[config.mk]
export PLATFORM = sky130hd
export DESIGN_NAME = cct_top
export DESIGN_NICKNAME = d
export VERILOG_FILES = /design/src/cct_pkg.sv /design/src/cct_seq_if.sv /design/src/cct_seq.sv /design/src/cct_top.sv
export SDC_FILE = /design/constraint.sdc
export NUM_CORES = 1
export LEC_CHECK = 0
export ABC_AREA = 1
export CORE_AREA = 5 5 157 159
export CTS_CLUSTER_SIZE = 8
export DETAILED_ROUTE_END_ITERATION = 8
export DIE_AREA = 0 0 162 164
export DONT_BUFFER_PORTS = 1
export PLACE_DENSITY_LB_ADDON = 0.1
export REMOVE_ABC_BUFFERS = 1
export SETUP_SLACK_MARGIN = 0.05
export SLEW_MARGIN = 0
export SYNTH_ARGS = -nofsm -noshare
export SYNTH_HDL_FRONTEND = slang
export SYNTH_HIERARCHICAL = 1
export SYNTH_SLANG_ARGS = --single-unit
[constraint.sdc]
create_clock -name ref_clk -period 2.7 [get_ports ref_clk]
set_input_delay 0.27 -clock ref_clk [delete_from_list [all_inputs] [get_ports ref_clk]]
set_output_delay 0.27 -clock ref_clk [all_outputs]
set_load 0.02 [all_outputs]
[src/cct_pkg.sv]
package cct_pkg;
  // ==========================================================
  // Register map
  localparam logic [7:0] OFS_PER_LO  = 8'h14;
  localparam logic [7:0] OFS_PER_MID = 8'h15;
  localparam logic [7:0] OFS_PER_HI  = 8'h16;
  localparam logic [7:0] OFS_DIS_LO  = 8'h17;
  localparam logic [7:0] OFS_TRIG    = 8'h18;
  localparam logic [7:0] OFS_PRE_LO  = 8'h19;
  localparam logic [7:0] OFS_WARM    = 8'h1A;
  localparam logic [7:0] OFS_FULL_LO = 8'h1B;
  localparam logic [7:0] OFS_NVM     = 8'h1C;
  localparam logic [7:0] OFS_ALT_LO  = 8'h40;
  localparam logic [7:0] OFS_STATUS  = 8'h43;
  localparam int CFG_N = 9;
  localparam int ALT_N = 3;
  localparam logic [7:0] RST_REG = 8'h00;
  // Reserved bits are masked on write so they read as zero
  localparam logic [CFG_N-1:0][7:0] CFG_MASK =
    {8'hFF, 8'hFF, 8'h3F, 8'hFF, 8'hFF, 8'hFF, 8'h7F, 8'hFF, 8'hFF};
  localparam logic [ALT_N-1:0][7:0] ALT_MASK = {8'h7F, 8'hFF, 8'hFF};
  // ==========================================================
  // Field layout
  localparam int PER_W    = 23;
  localparam int PER_HI_W = 7;
  localparam int TIME_W   = 10;
  localparam int HI_W     = 2;
  localparam int WARM_W   = 4;
  localparam int WARM_LSB = 2;
  localparam int SRC_LSB  = 2;
  localparam int ALT_LSB  = 4;
  localparam int PIN_LSB  = 6;
  localparam int NVM_SINGLE_BIT = 7;
  localparam int NVM_WRITE_BIT  = 6;
  localparam int NVM_OFF_BIT    = 5;
  localparam int NVM_SETUP_BIT  = 3;
  localparam int NVM_AWAKE_BIT  = 2;
  localparam logic [1:0] TRG_STRETCH = 2'h0;
  localparam logic [1:0] TRG_CONT    = 2'h1;
  localparam logic [1:0] TRG_TIMER   = 2'h2;
  localparam logic [1:0] TRG_PIN     = 2'h3;
  // ==========================================================
  // Timing
  localparam int CLK_MHZ         = 200;
  localparam int NVM_LONG_NS     = 10000;
  localparam int NVM_LONG_CYC    = (NVM_LONG_NS * CLK_MHZ + 999) / 1000;
  localparam int NVM_SHORT_EDGES = 3;
  localparam int NCNT_W          = 12;
  typedef enum logic [2:0] {SEQ_IDLE, SEQ_DIS, SEQ_PRE, SEQ_FULL, SEQ_DONE} cct_seq_e;
  typedef enum logic [0:0] {NVM_IDLE, NVM_WAKE} cct_nvm_e;
endpackage

[src/cct_seq_if.sv]
`timescale 1ns/10ps
interface cct_seq_if;
  logic                       start;
  logic                       cyc_tick;
  logic [cct_pkg::TIME_W-1:0] dis_time;
  logic [cct_pkg::TIME_W-1:0] pre_time;
  logic [cct_pkg::TIME_W-1:0] full_time;
  logic [cct_pkg::WARM_W-1:0] warm_cnt;
  logic                       busy;
  logic                       meas_strobe;
  logic                       meas_warm;
  logic                       seq_done;
  modport ctl (output start, cyc_tick, dis_time, pre_time, full_time, warm_cnt,
               input busy, meas_strobe, meas_warm, seq_done);
  modport seq (input start, cyc_tick, dis_time, pre_time, full_time, warm_cnt,
               output busy, meas_strobe, meas_warm, seq_done);
endinterface

[src/cct_seq.sv]
`timescale 1ns/10ps
module cct_seq (
  // Clock and reset
  input wire logic ref_clk,
  input wire logic rst_n,
  // Settings and status
  cct_seq_if.seq   sif
);
  typedef struct packed {
    cct_pkg::cct_seq_e          st;
    logic [cct_pkg::TIME_W-1:0] cnt;
    logic [cct_pkg::WARM_W-1:0] warm;
    logic                       busy;
    logic                       strobe;
    logic                       wflag;
    logic                       done;
  } cct_seq_s;
  cct_seq_s q_reg;
  cct_seq_s q_next;

  // ==========================================================
  // Phase sequencer, one count per cycle-clock rise
  always_comb begin
    q_next = q_reg;
    q_next.strobe = 1'b0;
    q_next.done = 1'b0;
    case (q_reg.st)
      cct_pkg::SEQ_IDLE: if (sif.start) begin
        q_next.st = cct_pkg::SEQ_DIS;
        q_next.cnt = sif.dis_time;
        q_next.warm = sif.warm_cnt;
        q_next.busy = 1'b1;
      end
      cct_pkg::SEQ_DIS: if (sif.cyc_tick) begin
        if (q_reg.cnt != '0) begin
          q_next.cnt = q_reg.cnt - 1'b1;
        end else if (sif.pre_time != '0) begin
          q_next.st = cct_pkg::SEQ_PRE;
          q_next.cnt = sif.pre_time;
        end else if (sif.full_time != '0) begin
          q_next.st = cct_pkg::SEQ_FULL;
          q_next.cnt = sif.full_time;
        end else begin
          q_next.st = cct_pkg::SEQ_DONE;
        end
      end
      cct_pkg::SEQ_PRE: if (sif.cyc_tick) begin
        if (q_reg.cnt != '0) begin
          q_next.cnt = q_reg.cnt - 1'b1;
        end else if (sif.full_time != '0) begin
          q_next.st = cct_pkg::SEQ_FULL;
          q_next.cnt = sif.full_time;
        end else begin
          q_next.st = cct_pkg::SEQ_DONE;
        end
      end
      cct_pkg::SEQ_FULL: if (sif.cyc_tick) begin
        if (q_reg.cnt != '0) begin
          q_next.cnt = q_reg.cnt - 1'b1;
        end else begin
          q_next.st = cct_pkg::SEQ_DONE;
        end
      end
      cct_pkg::SEQ_DONE: begin
        q_next.strobe = 1'b1;
        q_next.wflag = (q_reg.warm != '0);
        if (q_reg.warm != '0) begin
          q_next.warm = q_reg.warm - 1'b1;
          q_next.st = cct_pkg::SEQ_DIS;
          q_next.cnt = sif.dis_time;
        end else begin
          q_next.done = 1'b1;
          q_next.busy = 1'b0;
          q_next.st = cct_pkg::SEQ_IDLE;
        end
      end
      default: q_next.st = cct_pkg::SEQ_IDLE;
    endcase
  end

  always_ff @(posedge ref_clk) begin
    if (!rst_n) q_reg <= '0;
    else q_reg <= q_next;
  end

  assign sif.busy = q_reg.busy;
  assign sif.meas_strobe = q_reg.strobe;
  assign sif.meas_warm = q_reg.wflag;
  assign sif.seq_done = q_reg.done;

  // ==========================================================
  // Checks
  property p_dis_entry;
    @(posedge ref_clk) disable iff (!rst_n)
    (q_reg.st == cct_pkg::SEQ_IDLE && sif.start)
      |=> (q_reg.st == cct_pkg::SEQ_DIS && q_reg.cnt == $past(sif.dis_time));
  endproperty
  a_dis_entry: assert property (p_dis_entry) else $error("discharge entry wrong");
  property p_no_pre;
    @(posedge ref_clk) disable iff (!rst_n)
    (q_reg.st == cct_pkg::SEQ_DIS && sif.cyc_tick && q_reg.cnt == '0 && sif.pre_time == '0)
      |=> q_reg.st != cct_pkg::SEQ_PRE;
  endproperty
  a_no_pre: assert property (p_no_pre) else $error("precharge not skipped");
  property p_warm_last;
    @(posedge ref_clk) disable iff (!rst_n)
    sif.seq_done |-> (sif.meas_strobe && !sif.meas_warm);
  endproperty
  a_warm_last: assert property (p_warm_last) else $error("last result flagged warm-up");
endmodule

[src/cct_top.sv]
// Operation
// - Bank select picks second period value
// - Discharge lasts setting plus one cycles
// - Discharge bits split across two registers
// - Precharge setting plus one, zero skips
// - Full charge setting plus one, zero skips
// - Warm-up measurements run first, results flagged
// - Trigger field: stretched, continuous, timer, pin
// - Two-bit field selects one of four pins
// - Trigger register holds alternate trigger source
// - Single write needs both permit bits
// - Write permit low blocks writes, erases
// - Memory off bit blocks all access
// - Setup select: 1.5 oscillator periods or 10us
// - Keep-awake bit holds memory awake
//
// The plain strobed port was chosen for this implementation.
`timescale 1ns/10ps

module cct_top (
  // Clock and reset
  input  wire logic       ref_clk,
  input  wire logic       rst_n,
  // Register port
  input  wire logic [7:0] reg_addr,
  input  wire logic [7:0] reg_wdata,
  input  wire logic       reg_wr,
  input  wire logic       reg_rd,
  output logic      [7:0] reg_rdata,
  // Signal processor
  input  wire logic       dsp_bank_sel,
  input  wire logic       trig_cmd,
  // Asynchronous pins
  input  wire logic       olf_clk_pin,
  input  wire logic       cycle_clk_pin,
  input  wire logic [3:0] gpio_pin,
  // Measurement status
  output logic            meas_start,
  output logic            meas_valid,
  output logic            meas_warmup,
  output logic            seq_done,
  output logic            conv_busy,
  // Memory access
  input  wire logic       nvm_req,
  input  wire logic       nvm_req_write,
  input  wire logic       nvm_req_single,
  output logic            nvm_grant,
  output logic            nvm_refuse,
  output logic            nvm_awake,
  output logic            nvm_read_en,
  output logic            nvm_write_en,
  output logic            nvm_single_en
);
  localparam int I_PER_MID = int'(cct_pkg::OFS_PER_MID - cct_pkg::OFS_PER_LO);
  localparam int I_PER_HI  = int'(cct_pkg::OFS_PER_HI - cct_pkg::OFS_PER_LO);
  localparam int I_DIS     = int'(cct_pkg::OFS_DIS_LO - cct_pkg::OFS_PER_LO);
  localparam int I_TRIG    = int'(cct_pkg::OFS_TRIG - cct_pkg::OFS_PER_LO);
  localparam int I_PRE     = int'(cct_pkg::OFS_PRE_LO - cct_pkg::OFS_PER_LO);
  localparam int I_WARM    = int'(cct_pkg::OFS_WARM - cct_pkg::OFS_PER_LO);
  localparam int I_FULL    = int'(cct_pkg::OFS_FULL_LO - cct_pkg::OFS_PER_LO);
  localparam int I_NVM     = int'(cct_pkg::OFS_NVM - cct_pkg::OFS_PER_LO);
  localparam int PW        = cct_pkg::PER_W;
  localparam int NW        = cct_pkg::NCNT_W;

  typedef struct packed {
    logic [cct_pkg::CFG_N-1:0][7:0] cfg;
    logic [cct_pkg::ALT_N-1:0][7:0] alt;
    logic [7:0]                     rdata;
    logic [2:0]                     olf_s;
    logic [2:0]                     cyc_s;
    logic [3:0]                     gp_s1;
    logic [3:0]                     gp_s2;
    logic [3:0]                     gp_prev;
    logic [PW:0]                    tmr;
    logic                           start;
    cct_pkg::cct_nvm_e              nst;
    logic [NW-1:0]                  ncnt;
    logic                           long_sel;
    logic                           awake;
    logic                           grant;
    logic                           refuse;
    logic                           rd_en;
    logic                           wr_en;
    logic                           single_en;
  } cct_top_s;

  cct_top_s q_reg;
  cct_top_s q_next;

  cct_seq_if sif ();

  // ==========================================================
  // Decoded settings
  logic [PW-1:0]  per_main;
  logic [PW-1:0]  per_alt;
  logic [PW-1:0]  per_sel;
  logic [1:0]     src_main;
  logic [1:0]     src_alt;
  logic [1:0]     trig_src;
  logic [1:0]     pin_sel;
  logic           single_permit;
  logic           write_permit;
  logic           nvm_off;
  logic           setup_sel;
  logic           keep_awake;
  logic [7:0]     status;

  assign per_main = {q_reg.cfg[I_PER_HI][cct_pkg::PER_HI_W-1:0],
                     q_reg.cfg[I_PER_MID], q_reg.cfg[0]};
  assign per_alt = {q_reg.alt[2][cct_pkg::PER_HI_W-1:0],
                    q_reg.alt[1], q_reg.alt[0]};
  assign per_sel = dsp_bank_sel ? per_alt : per_main;
  assign src_main = q_reg.cfg[I_TRIG][cct_pkg::SRC_LSB +: 2];
  assign src_alt = q_reg.cfg[I_TRIG][cct_pkg::ALT_LSB +: 2];
  assign trig_src = dsp_bank_sel ? src_alt : src_main;
  assign pin_sel = q_reg.cfg[I_TRIG][cct_pkg::PIN_LSB +: 2];
  assign single_permit = q_reg.cfg[I_NVM][cct_pkg::NVM_SINGLE_BIT];
  assign write_permit = q_reg.cfg[I_NVM][cct_pkg::NVM_WRITE_BIT];
  assign nvm_off = q_reg.cfg[I_NVM][cct_pkg::NVM_OFF_BIT];
  assign setup_sel = q_reg.cfg[I_NVM][cct_pkg::NVM_SETUP_BIT];
  assign keep_awake = q_reg.cfg[I_NVM][cct_pkg::NVM_AWAKE_BIT];

  // High bits of each 10-bit time sit in the low bits of the next byte
  assign sif.dis_time = {q_reg.cfg[I_TRIG][cct_pkg::HI_W-1:0],
                         q_reg.cfg[I_DIS]};
  assign sif.pre_time = {q_reg.cfg[I_WARM][cct_pkg::HI_W-1:0],
                         q_reg.cfg[I_PRE]};
  assign sif.full_time = {q_reg.cfg[I_NVM][cct_pkg::HI_W-1:0],
                          q_reg.cfg[I_FULL]};
  assign sif.warm_cnt = q_reg.cfg[I_WARM][cct_pkg::WARM_LSB +: cct_pkg::WARM_W];
  assign sif.start = q_reg.start;

  assign status = {4'h0, q_reg.awake, (q_reg.nst != cct_pkg::NVM_IDLE),
                   sif.busy, dsp_bank_sel};

  // ==========================================================
  // Pin edges, from second and third stages only
  logic       olf_rise;
  logic       olf_any;
  logic [3:0] gp_rise;
  logic       pin_hit;

  assign olf_rise = q_reg.olf_s[1] & ~q_reg.olf_s[2];
  assign olf_any = q_reg.olf_s[1] ^ q_reg.olf_s[2];
  assign gp_rise = q_reg.gp_s2 & ~q_reg.gp_prev;
  assign pin_hit = gp_rise[pin_sel];
  assign sif.cyc_tick = q_reg.cyc_s[1] & ~q_reg.cyc_s[2];

  // ==========================================================
  // Start selection
  logic tmr_hit;
  logic src_req;
  logic start_free;
  logic req_ok;

  // Timer counts oscillator rises, so a period is 2*setting rises
  assign tmr_hit = olf_rise &&
                   (({1'b0, q_reg.tmr} + {{PW + 1{1'b0}}, 1'b1}) >=
                    {1'b0, per_sel, 1'b0});
  // A start is ignored while a sequence runs; no queueing
  assign start_free = !sif.busy && !q_reg.start;

  always_comb begin
    case (trig_src)
      cct_pkg::TRG_STRETCH: src_req = tmr_hit;
      cct_pkg::TRG_CONT:    src_req = 1'b1;
      cct_pkg::TRG_TIMER:   src_req = tmr_hit;
      cct_pkg::TRG_PIN:     src_req = pin_hit;
      default:              src_req = 1'b0;
    endcase
  end

  // ==========================================================
  // Memory access permission
  always_comb begin
    if (!nvm_req_write) begin
      req_ok = !nvm_off;
    end else if (nvm_req_single) begin
      req_ok = single_permit && write_permit && !nvm_off;
    end else begin
      req_ok = write_permit && !nvm_off;
    end
  end

  // ==========================================================
  // Next state
  always_comb begin
    q_next = q_reg;
    q_next.olf_s = {q_reg.olf_s[1:0], olf_clk_pin};
    q_next.cyc_s = {q_reg.cyc_s[1:0], cycle_clk_pin};
    q_next.gp_s1 = gpio_pin;
    q_next.gp_s2 = q_reg.gp_s1;
    q_next.gp_prev = q_reg.gp_s2;

    for (int i = 0; i < cct_pkg::CFG_N; i++) begin
      if (reg_wr && reg_addr == cct_pkg::OFS_PER_LO + 8'(i)) begin
        q_next.cfg[i] = reg_wdata & cct_pkg::CFG_MASK[i];
      end
    end
    for (int j = 0; j < cct_pkg::ALT_N; j++) begin
      if (reg_wr && reg_addr == cct_pkg::OFS_ALT_LO + 8'(j)) begin
        q_next.alt[j] = reg_wdata & cct_pkg::ALT_MASK[j];
      end
    end

    q_next.rdata = 8'h00;
    if (reg_rd) begin
      for (int k = 0; k < cct_pkg::CFG_N; k++) begin
        if (reg_addr == cct_pkg::OFS_PER_LO + 8'(k)) q_next.rdata = q_reg.cfg[k];
      end
      for (int m = 0; m < cct_pkg::ALT_N; m++) begin
        if (reg_addr == cct_pkg::OFS_ALT_LO + 8'(m)) q_next.rdata = q_reg.alt[m];
      end
      if (reg_addr == cct_pkg::OFS_STATUS) q_next.rdata = status;
    end

    // Stretched mode measures the period from each start
    q_next.start = start_free && (trig_cmd || src_req);
    if (q_next.start && trig_src == cct_pkg::TRG_STRETCH) begin
      q_next.tmr = '0;
    end else if (olf_rise) begin
      q_next.tmr = tmr_hit ? '0 : q_reg.tmr + 1'b1;
    end

    q_next.grant = 1'b0;
    q_next.refuse = 1'b0;
    q_next.rd_en = !nvm_off;
    q_next.wr_en = write_permit && !nvm_off;
    q_next.single_en = single_permit && write_permit && !nvm_off;
    case (q_reg.nst)
      cct_pkg::NVM_IDLE: begin
        if (nvm_off || !keep_awake) q_next.awake = 1'b0;
        if (nvm_req) begin
          if (!req_ok) begin
            q_next.refuse = 1'b1;
          end else if (q_reg.awake && keep_awake) begin
            q_next.grant = 1'b1;
          end else begin
            q_next.nst = cct_pkg::NVM_WAKE;
            q_next.awake = 1'b1;
            q_next.long_sel = setup_sel;
            q_next.ncnt = setup_sel ? NW'(cct_pkg::NVM_LONG_CYC - 1)
                                    : NW'(cct_pkg::NVM_SHORT_EDGES - 1);
          end
        end
      end
      cct_pkg::NVM_WAKE: begin
        if (nvm_off) begin
          q_next.nst = cct_pkg::NVM_IDLE;
          q_next.awake = 1'b0;
          q_next.refuse = 1'b1;
        end else if (q_reg.long_sel || olf_any) begin
          // Short setup counts both oscillator edges: three is 1.5 periods
          if (q_reg.ncnt == '0) begin
            q_next.grant = 1'b1;
            q_next.nst = cct_pkg::NVM_IDLE;
          end else begin
            q_next.ncnt = q_reg.ncnt - 1'b1;
          end
        end
      end
      default: q_next.nst = cct_pkg::NVM_IDLE;
    endcase
  end

  always_ff @(posedge ref_clk) begin
    if (!rst_n) begin
      q_reg <= '0;
      q_reg.cfg <= {cct_pkg::CFG_N{cct_pkg::RST_REG}};
      q_reg.alt <= {cct_pkg::ALT_N{cct_pkg::RST_REG}};
    end else begin
      q_reg <= q_next;
    end
  end

  // ==========================================================
  // Sequencer
  cct_seq u_seq (
    .ref_clk (ref_clk),
    .rst_n   (rst_n),
    .sif     (sif.seq)
  );

  // ==========================================================
  // Outputs
  assign reg_rdata = q_reg.rdata;
  assign meas_start = q_reg.start;
  assign meas_valid = sif.meas_strobe;
  assign meas_warmup = sif.meas_warm;
  assign seq_done = sif.seq_done;
  assign conv_busy = sif.busy;
  assign nvm_grant = q_reg.grant;
  assign nvm_refuse = q_reg.refuse;
  assign nvm_awake = q_reg.awake;
  assign nvm_read_en = q_reg.rd_en;
  assign nvm_write_en = q_reg.wr_en;
  assign nvm_single_en = q_reg.single_en;

  // ==========================================================
  // Checks
  property p_rdata_quiet;
    @(posedge ref_clk) disable iff (!rst_n)
    !$past(reg_rd) |-> reg_rdata == 8'h00;
  endproperty
  a_rdata_quiet: assert property (p_rdata_quiet) else $error("read data outside slot");
  property p_dis_split;
    @(posedge ref_clk) disable iff (!rst_n)
    (reg_wr && reg_addr == cct_pkg::OFS_TRIG)
      |=> sif.dis_time[9:8] == $past(reg_wdata[1:0]);
  endproperty
  a_dis_split: assert property (p_dis_split) else $error("discharge high bits lost");
  property p_per_hi;
    @(posedge ref_clk) disable iff (!rst_n)
    (reg_wr && reg_addr == cct_pkg::OFS_PER_HI)
      |=> per_main[22:16] == $past(reg_wdata[6:0]);
  endproperty
  a_per_hi: assert property (p_per_hi) else $error("period top byte misplaced");
  property p_timer;
    @(posedge ref_clk) disable iff (!rst_n)
    (tmr_hit && trig_src == cct_pkg::TRG_TIMER && start_free) |=> meas_start;
  endproperty
  a_timer: assert property (p_timer) else $error("timer start lost");
  property p_cont;
    @(posedge ref_clk) disable iff (!rst_n)
    (trig_src == cct_pkg::TRG_CONT && start_free) |=> meas_start;
  endproperty
  a_cont: assert property (p_cont) else $error("continuous restart missing");
  property p_pin;
    @(posedge ref_clk) disable iff (!rst_n)
    (trig_src == cct_pkg::TRG_PIN && start_free && gp_rise[pin_sel]) |=> meas_start;
  endproperty
  a_pin: assert property (p_pin) else $error("pin start missing");
  property p_cmd;
    @(posedge ref_clk) disable iff (!rst_n)
    (trig_cmd && start_free) |=> meas_start ##1 !meas_start;
  endproperty
  a_cmd: assert property (p_cmd) else $error("trigger command ignored");
  property p_wr_block;
    @(posedge ref_clk) disable iff (!rst_n)
    (q_reg.nst == cct_pkg::NVM_IDLE && nvm_req && nvm_req_write && !write_permit)
      |=> (nvm_refuse && !nvm_grant);
  endproperty
  a_wr_block: assert property (p_wr_block) else $error("write not blocked");
  property p_single;
    @(posedge ref_clk) disable iff (!rst_n)
    (q_reg.nst == cct_pkg::NVM_IDLE && nvm_req && nvm_req_write && nvm_req_single
      && !(single_permit && write_permit)) |=> nvm_refuse;
  endproperty
  a_single: assert property (p_single) else $error("single write not blocked");
  property p_off;
    @(posedge ref_clk) disable iff (!rst_n)
    (q_reg.nst == cct_pkg::NVM_IDLE && nvm_req && nvm_off) |=> nvm_refuse;
  endproperty
  a_off: assert property (p_off) else $error("access while memory off");
  property p_long;
    @(posedge ref_clk) disable iff (!rst_n)
    (q_reg.nst == cct_pkg::NVM_IDLE && nvm_req && req_ok && setup_sel
      && !(q_reg.awake && keep_awake))
      |=> (q_reg.ncnt == NW'(cct_pkg::NVM_LONG_CYC - 1) && !nvm_grant) [*1]
      ##1 (!nvm_grant) [*8];
  endproperty
  a_long: assert property (p_long) else $error("long setup too short");
  property p_sleep;
    @(posedge ref_clk) disable iff (!rst_n)
    (nvm_grant && !keep_awake && !nvm_req) |=> !nvm_awake;
  endproperty
  a_sleep: assert property (p_sleep) else $error("memory not put to sleep");
endmodule

==> Implementation_results.wiki <==
{| class="wikitable"
! Metric !! Value
|-
| Clock slew seen by the registers of the worst setup and hold paths || 0.08 ns
|-
| DRT antenna net count || 0
|-
| RSZ-0062 raised after global routing || true
|-
| Total number of yosys warnings || 6
|-
| Area delta synth->final || 19.6%
|-
| Leftover overflow at the end of global routing || 0
|-
| IO Pins || 50
|-
| Post-route insts no fill || 1899
|-
| Leakage power of the design || 5.07 nW
|-
| Placeable Area || 0.0231 sq mm
|-
| Setup crit start kind || register
|-
| GRT Util Overall || 24.7%
|-
| Portion of the post-synthesis area used by sequential elements || 36.3%
|-
| Maximum fanout encountered on the critical timing path || 6
|-
| Crit end category || register
|-
| Post-route setup slack || -0.538 ns
|-
| Critical Path Source || q_reg[22]$_SDFFE_PP0P_
|-
| Category of the most critical setup path || register to register
|-
| Worst setup skew after layout || 0.0118 ns
|-
| Post-route standard cell area excluding fillers || 0.0121 sq mm
|-
| CTS tree || built
|-
| Count of vias placed by the detailed router || 10.0k
|-
| Antenna violations before repair || 1
|-
| Net total in the final layout || 1655
|-
| Sequence of cells on the critical path || ha_4, nand2_4, inv_4, nand2_4, nor3_4, nand4_1, nor2_2, buf_4, nor2_2, ha_4, buf_4, nand4_1, nor4_2, nand3_2, nand3_2, nand2_2, nand2_2, nand3_2, nand2_4, buf_12, buf_12, nor2_4
|-
| Count of flip-flops with a built-in enable after synthesis || 0
|-
| Via count of the first global-routing pass || 9346
|-
| Class of the worst hold path || input pin to register
|-
| Max-slew violation total from the final report || 0
|-
| Routability congestion estimate from global placement || 0.908
|-
| Vias/cell || 5.29
|-
| Post-route clock period utilization || 120%
|-
| Endpoint arrival time on the critical path || 3.57 ns
|-
| Reported max-cap violation count || 0
|-
| Width of the die || 162 um
|-
| Vertical die dimension || 164 um
|-
| WL/cell || 17.2 um
|-
| Hold_sp || nvm_req_write
|-
| Reg2Reg Launch Point || q_reg[22]$_SDFFE_PP0P_
|-
| Number of inserted filler cells in the final layout || 2313
|-
| Kind of cell adding the most delay to the critical path || simple AND/OR/NAND/NOR gates
|-
| Commonest cells after routing, fill and taps aside || nand2_1, inv_1, dfxtp_1, nor2_1, a21oi_1
|-
| Actual transition at the worst max-transition pin || 0.958 ns
|-
| Number of levels in the clock H-tree || 4
|-
| Count of port buffers added during placement || 0
|-
| Max clock buf depth || 2
|-
| Buffers & Inverters on Critical Path || 5
|-
| Final-report hold violation count || 0
|-
| Data required time of the worst path || 3.03 ns
|-
| Share of synthesized flip-flops with an asynchronous set or reset || 0%
|-
| Remaining DRCs || 0
|-
| Power density over the cells || 570 mW/mm^2
|-
| Cell area after synthesis || 0.0102 sq mm
|-
| Final-report setup violation count || 25
|-
| Clock latency of the later-clocked register in the worst-skew pair || 0.44 ns
|-
| Max transition margin || 35.9%
|-
| Initial Util || 43.9%
|-
| Most common cell after layout, fill and taps aside || nand2_1
|-
| Violations in the final reports || negative setup slack
|-
| Reg-to-reg setup timing slack || -0.54 ns
|-
| Root buffer cell || clkbuf_16
|-
| Number of detailed-route iterations in the first pass || 5
|-
| Share of cells above drive strength 1 || 14.6%
|-
| Cell variety after synth || 52
|-
| Number of standard cells after synthesis || 1526
|-
| Prevailing post-synth register cell || dfxtp_1
|-
| Total wire length after detailed routing || 32600 um
|-
| Cell row count || 56
|-
| Area of the die || 0.0266 sq mm
|-
| Maximum ir drop on the vdd rail || 0.399 mV
|-
| Maximum achievable frequency || 0.309 GHz
|-
| Worst slack on hold paths || 0.0178 ns
|-
| Final core utilization || 52.5%
|-
| Pin count of the biggest net entering global routing || 89
|-
| Slowest stage cell on the critical path || dfxtp_4
|-
| Post-DP HPWL || 22200 um
|-
| Wire length of the first global-routing pass || 51600 um
|-
| Placed cells || 1824
|-
| Placed instance area || 0.0108 sq mm
|-
| Max FFs per register || 86
|-
| # clock sinks || 184
|-
| Inserted Clock Buffers || 17
|-
| Result of the run || complete, but fails checks
|-
| Shortest period the worst path allows || 3.24 ns
|-
| Number of design-rule violations left by the first detailed-router iteration || 967
|-
| Post-synthesis area per instance || 6.65 sq um
|-
| Crit path largest cell delay || 0.37 ns
|-
| FF+latch count, synth || 184
|}
## kinds of logic (layout without fill, tap and decap cells)
kind of cell,Yosys count,after routing,synth area share [%]
DFF,184,184,36.3
other,0,1,0
and+or+nand+nor,700,700,30.5
AOI/OAI and AO/OA,323,323,16.8
buffers and inverters,268,350,10.9
adders and majority gates,29,29,3.57
xor gates and xnor gates,22,22,1.90
## repair_timing
item | 4_1_cts | 5_1_grt
endpoints found under the setup margin | 25 | 25
setup buffers | 11 | 6
hold buffers | 24 | 0
pin swaps | 10 | 23
gates resized for setup | 47 | 25
endpoints found under the hold margin | 123 | 0
cloned | 1 | 1
## through the flow
stage                     TNS (ns)  total power [mW]  setup slack [ns]
after floorplan              -8.59              3.90            -0.382
after global placement      -14.03              4.27            -0.594
after detailed placement    -14.54              4.28            -0.615
after CTS                    -8.81              6.94            -0.369
after global routing        -18.27              7.30            -0.748
final                       -12.86              6.93            -0.538
## where the power goes
group          total (mW)  switching [mW]  internal, mW
combinational        1.47           0.969         0.501
clock                2.57            1.31          1.25
sequential           2.89          0.0973          2.80
total                6.93            2.38          4.55
## per-layer routing
metal | GRT usage [%] | wire length [um] | up-vias
li1 | - | - | 5061
met4 | 5.57 | 523 | 0
met2 | 37.4 | 13800 | 345
met5 | 0 | 0 | -
met3 | 5.50 | 2630 | 41
met1 | 36.2 | 15700 | 4595
## synthesized netlist by cell type, types with 4 or more instances
cell | number | area share (%)
nor2_1 | 183 | 6.8
nand3_1 | 62 | 3.1
nor2_2 | 23 | 1.4
buf_2 | 10 | 0.49
o211ai_1 | 4 | 0.30
inv_1 | 189 | 7.0
a31oi_1 | 4 | 0.25
clkinv_1 | 4 | 0.15
nand2_1 | 343 | 13
dfxtp_1 | 184 | 36
xor2_1 | 16 | 1.4
ha_1 | 29 | 3.6
buf_4 | 13 | 0.96
nor2_4 | 14 | 1.6
clkbuf_1 | 38 | 1.4
nor3_1 | 14 | 0.69
xnor2_1 | 6 | 0.52
a21oi_1 | 150 | 7.4
a211oi_1 | 11 | 0.81
o21ai_0 | 132 | 6.5
nor4_1 | 6 | 0.37
nand2_2 | 5 | 0.31
o22ai_1 | 4 | 0.25
inv_2 | 6 | 0.22
nand4_1 | 28 | 1.7
## final cells by class
cell class                 count  area [sq um]  share of cell area [%]
tap                          290           363                    2.99
clock buffer                  17           425                    3.50
sequential                   184          3690                    30.4
clock inverter                15           174                    1.43
multi-input combinational   1074          5660                    46.5
antenna                        1          2.50                  0.0206
timing repair buffer         118          1080                    8.88
inverter                     200           756                    6.22
## worst paths after layout
kind / to / cells past startpoint
max: q_reg[25]$_SDFFE_PP0P_ / 22
min: nvm_refuse$_SDFF_PN0_ / 2
max reg2reg: q_reg[25]$_SDFFE_PP0P_ / 22
min reg2reg: q_next[48]$_SDFF_PN0_ / 2
Note: power is estimated with default switching activity, not from simulation.
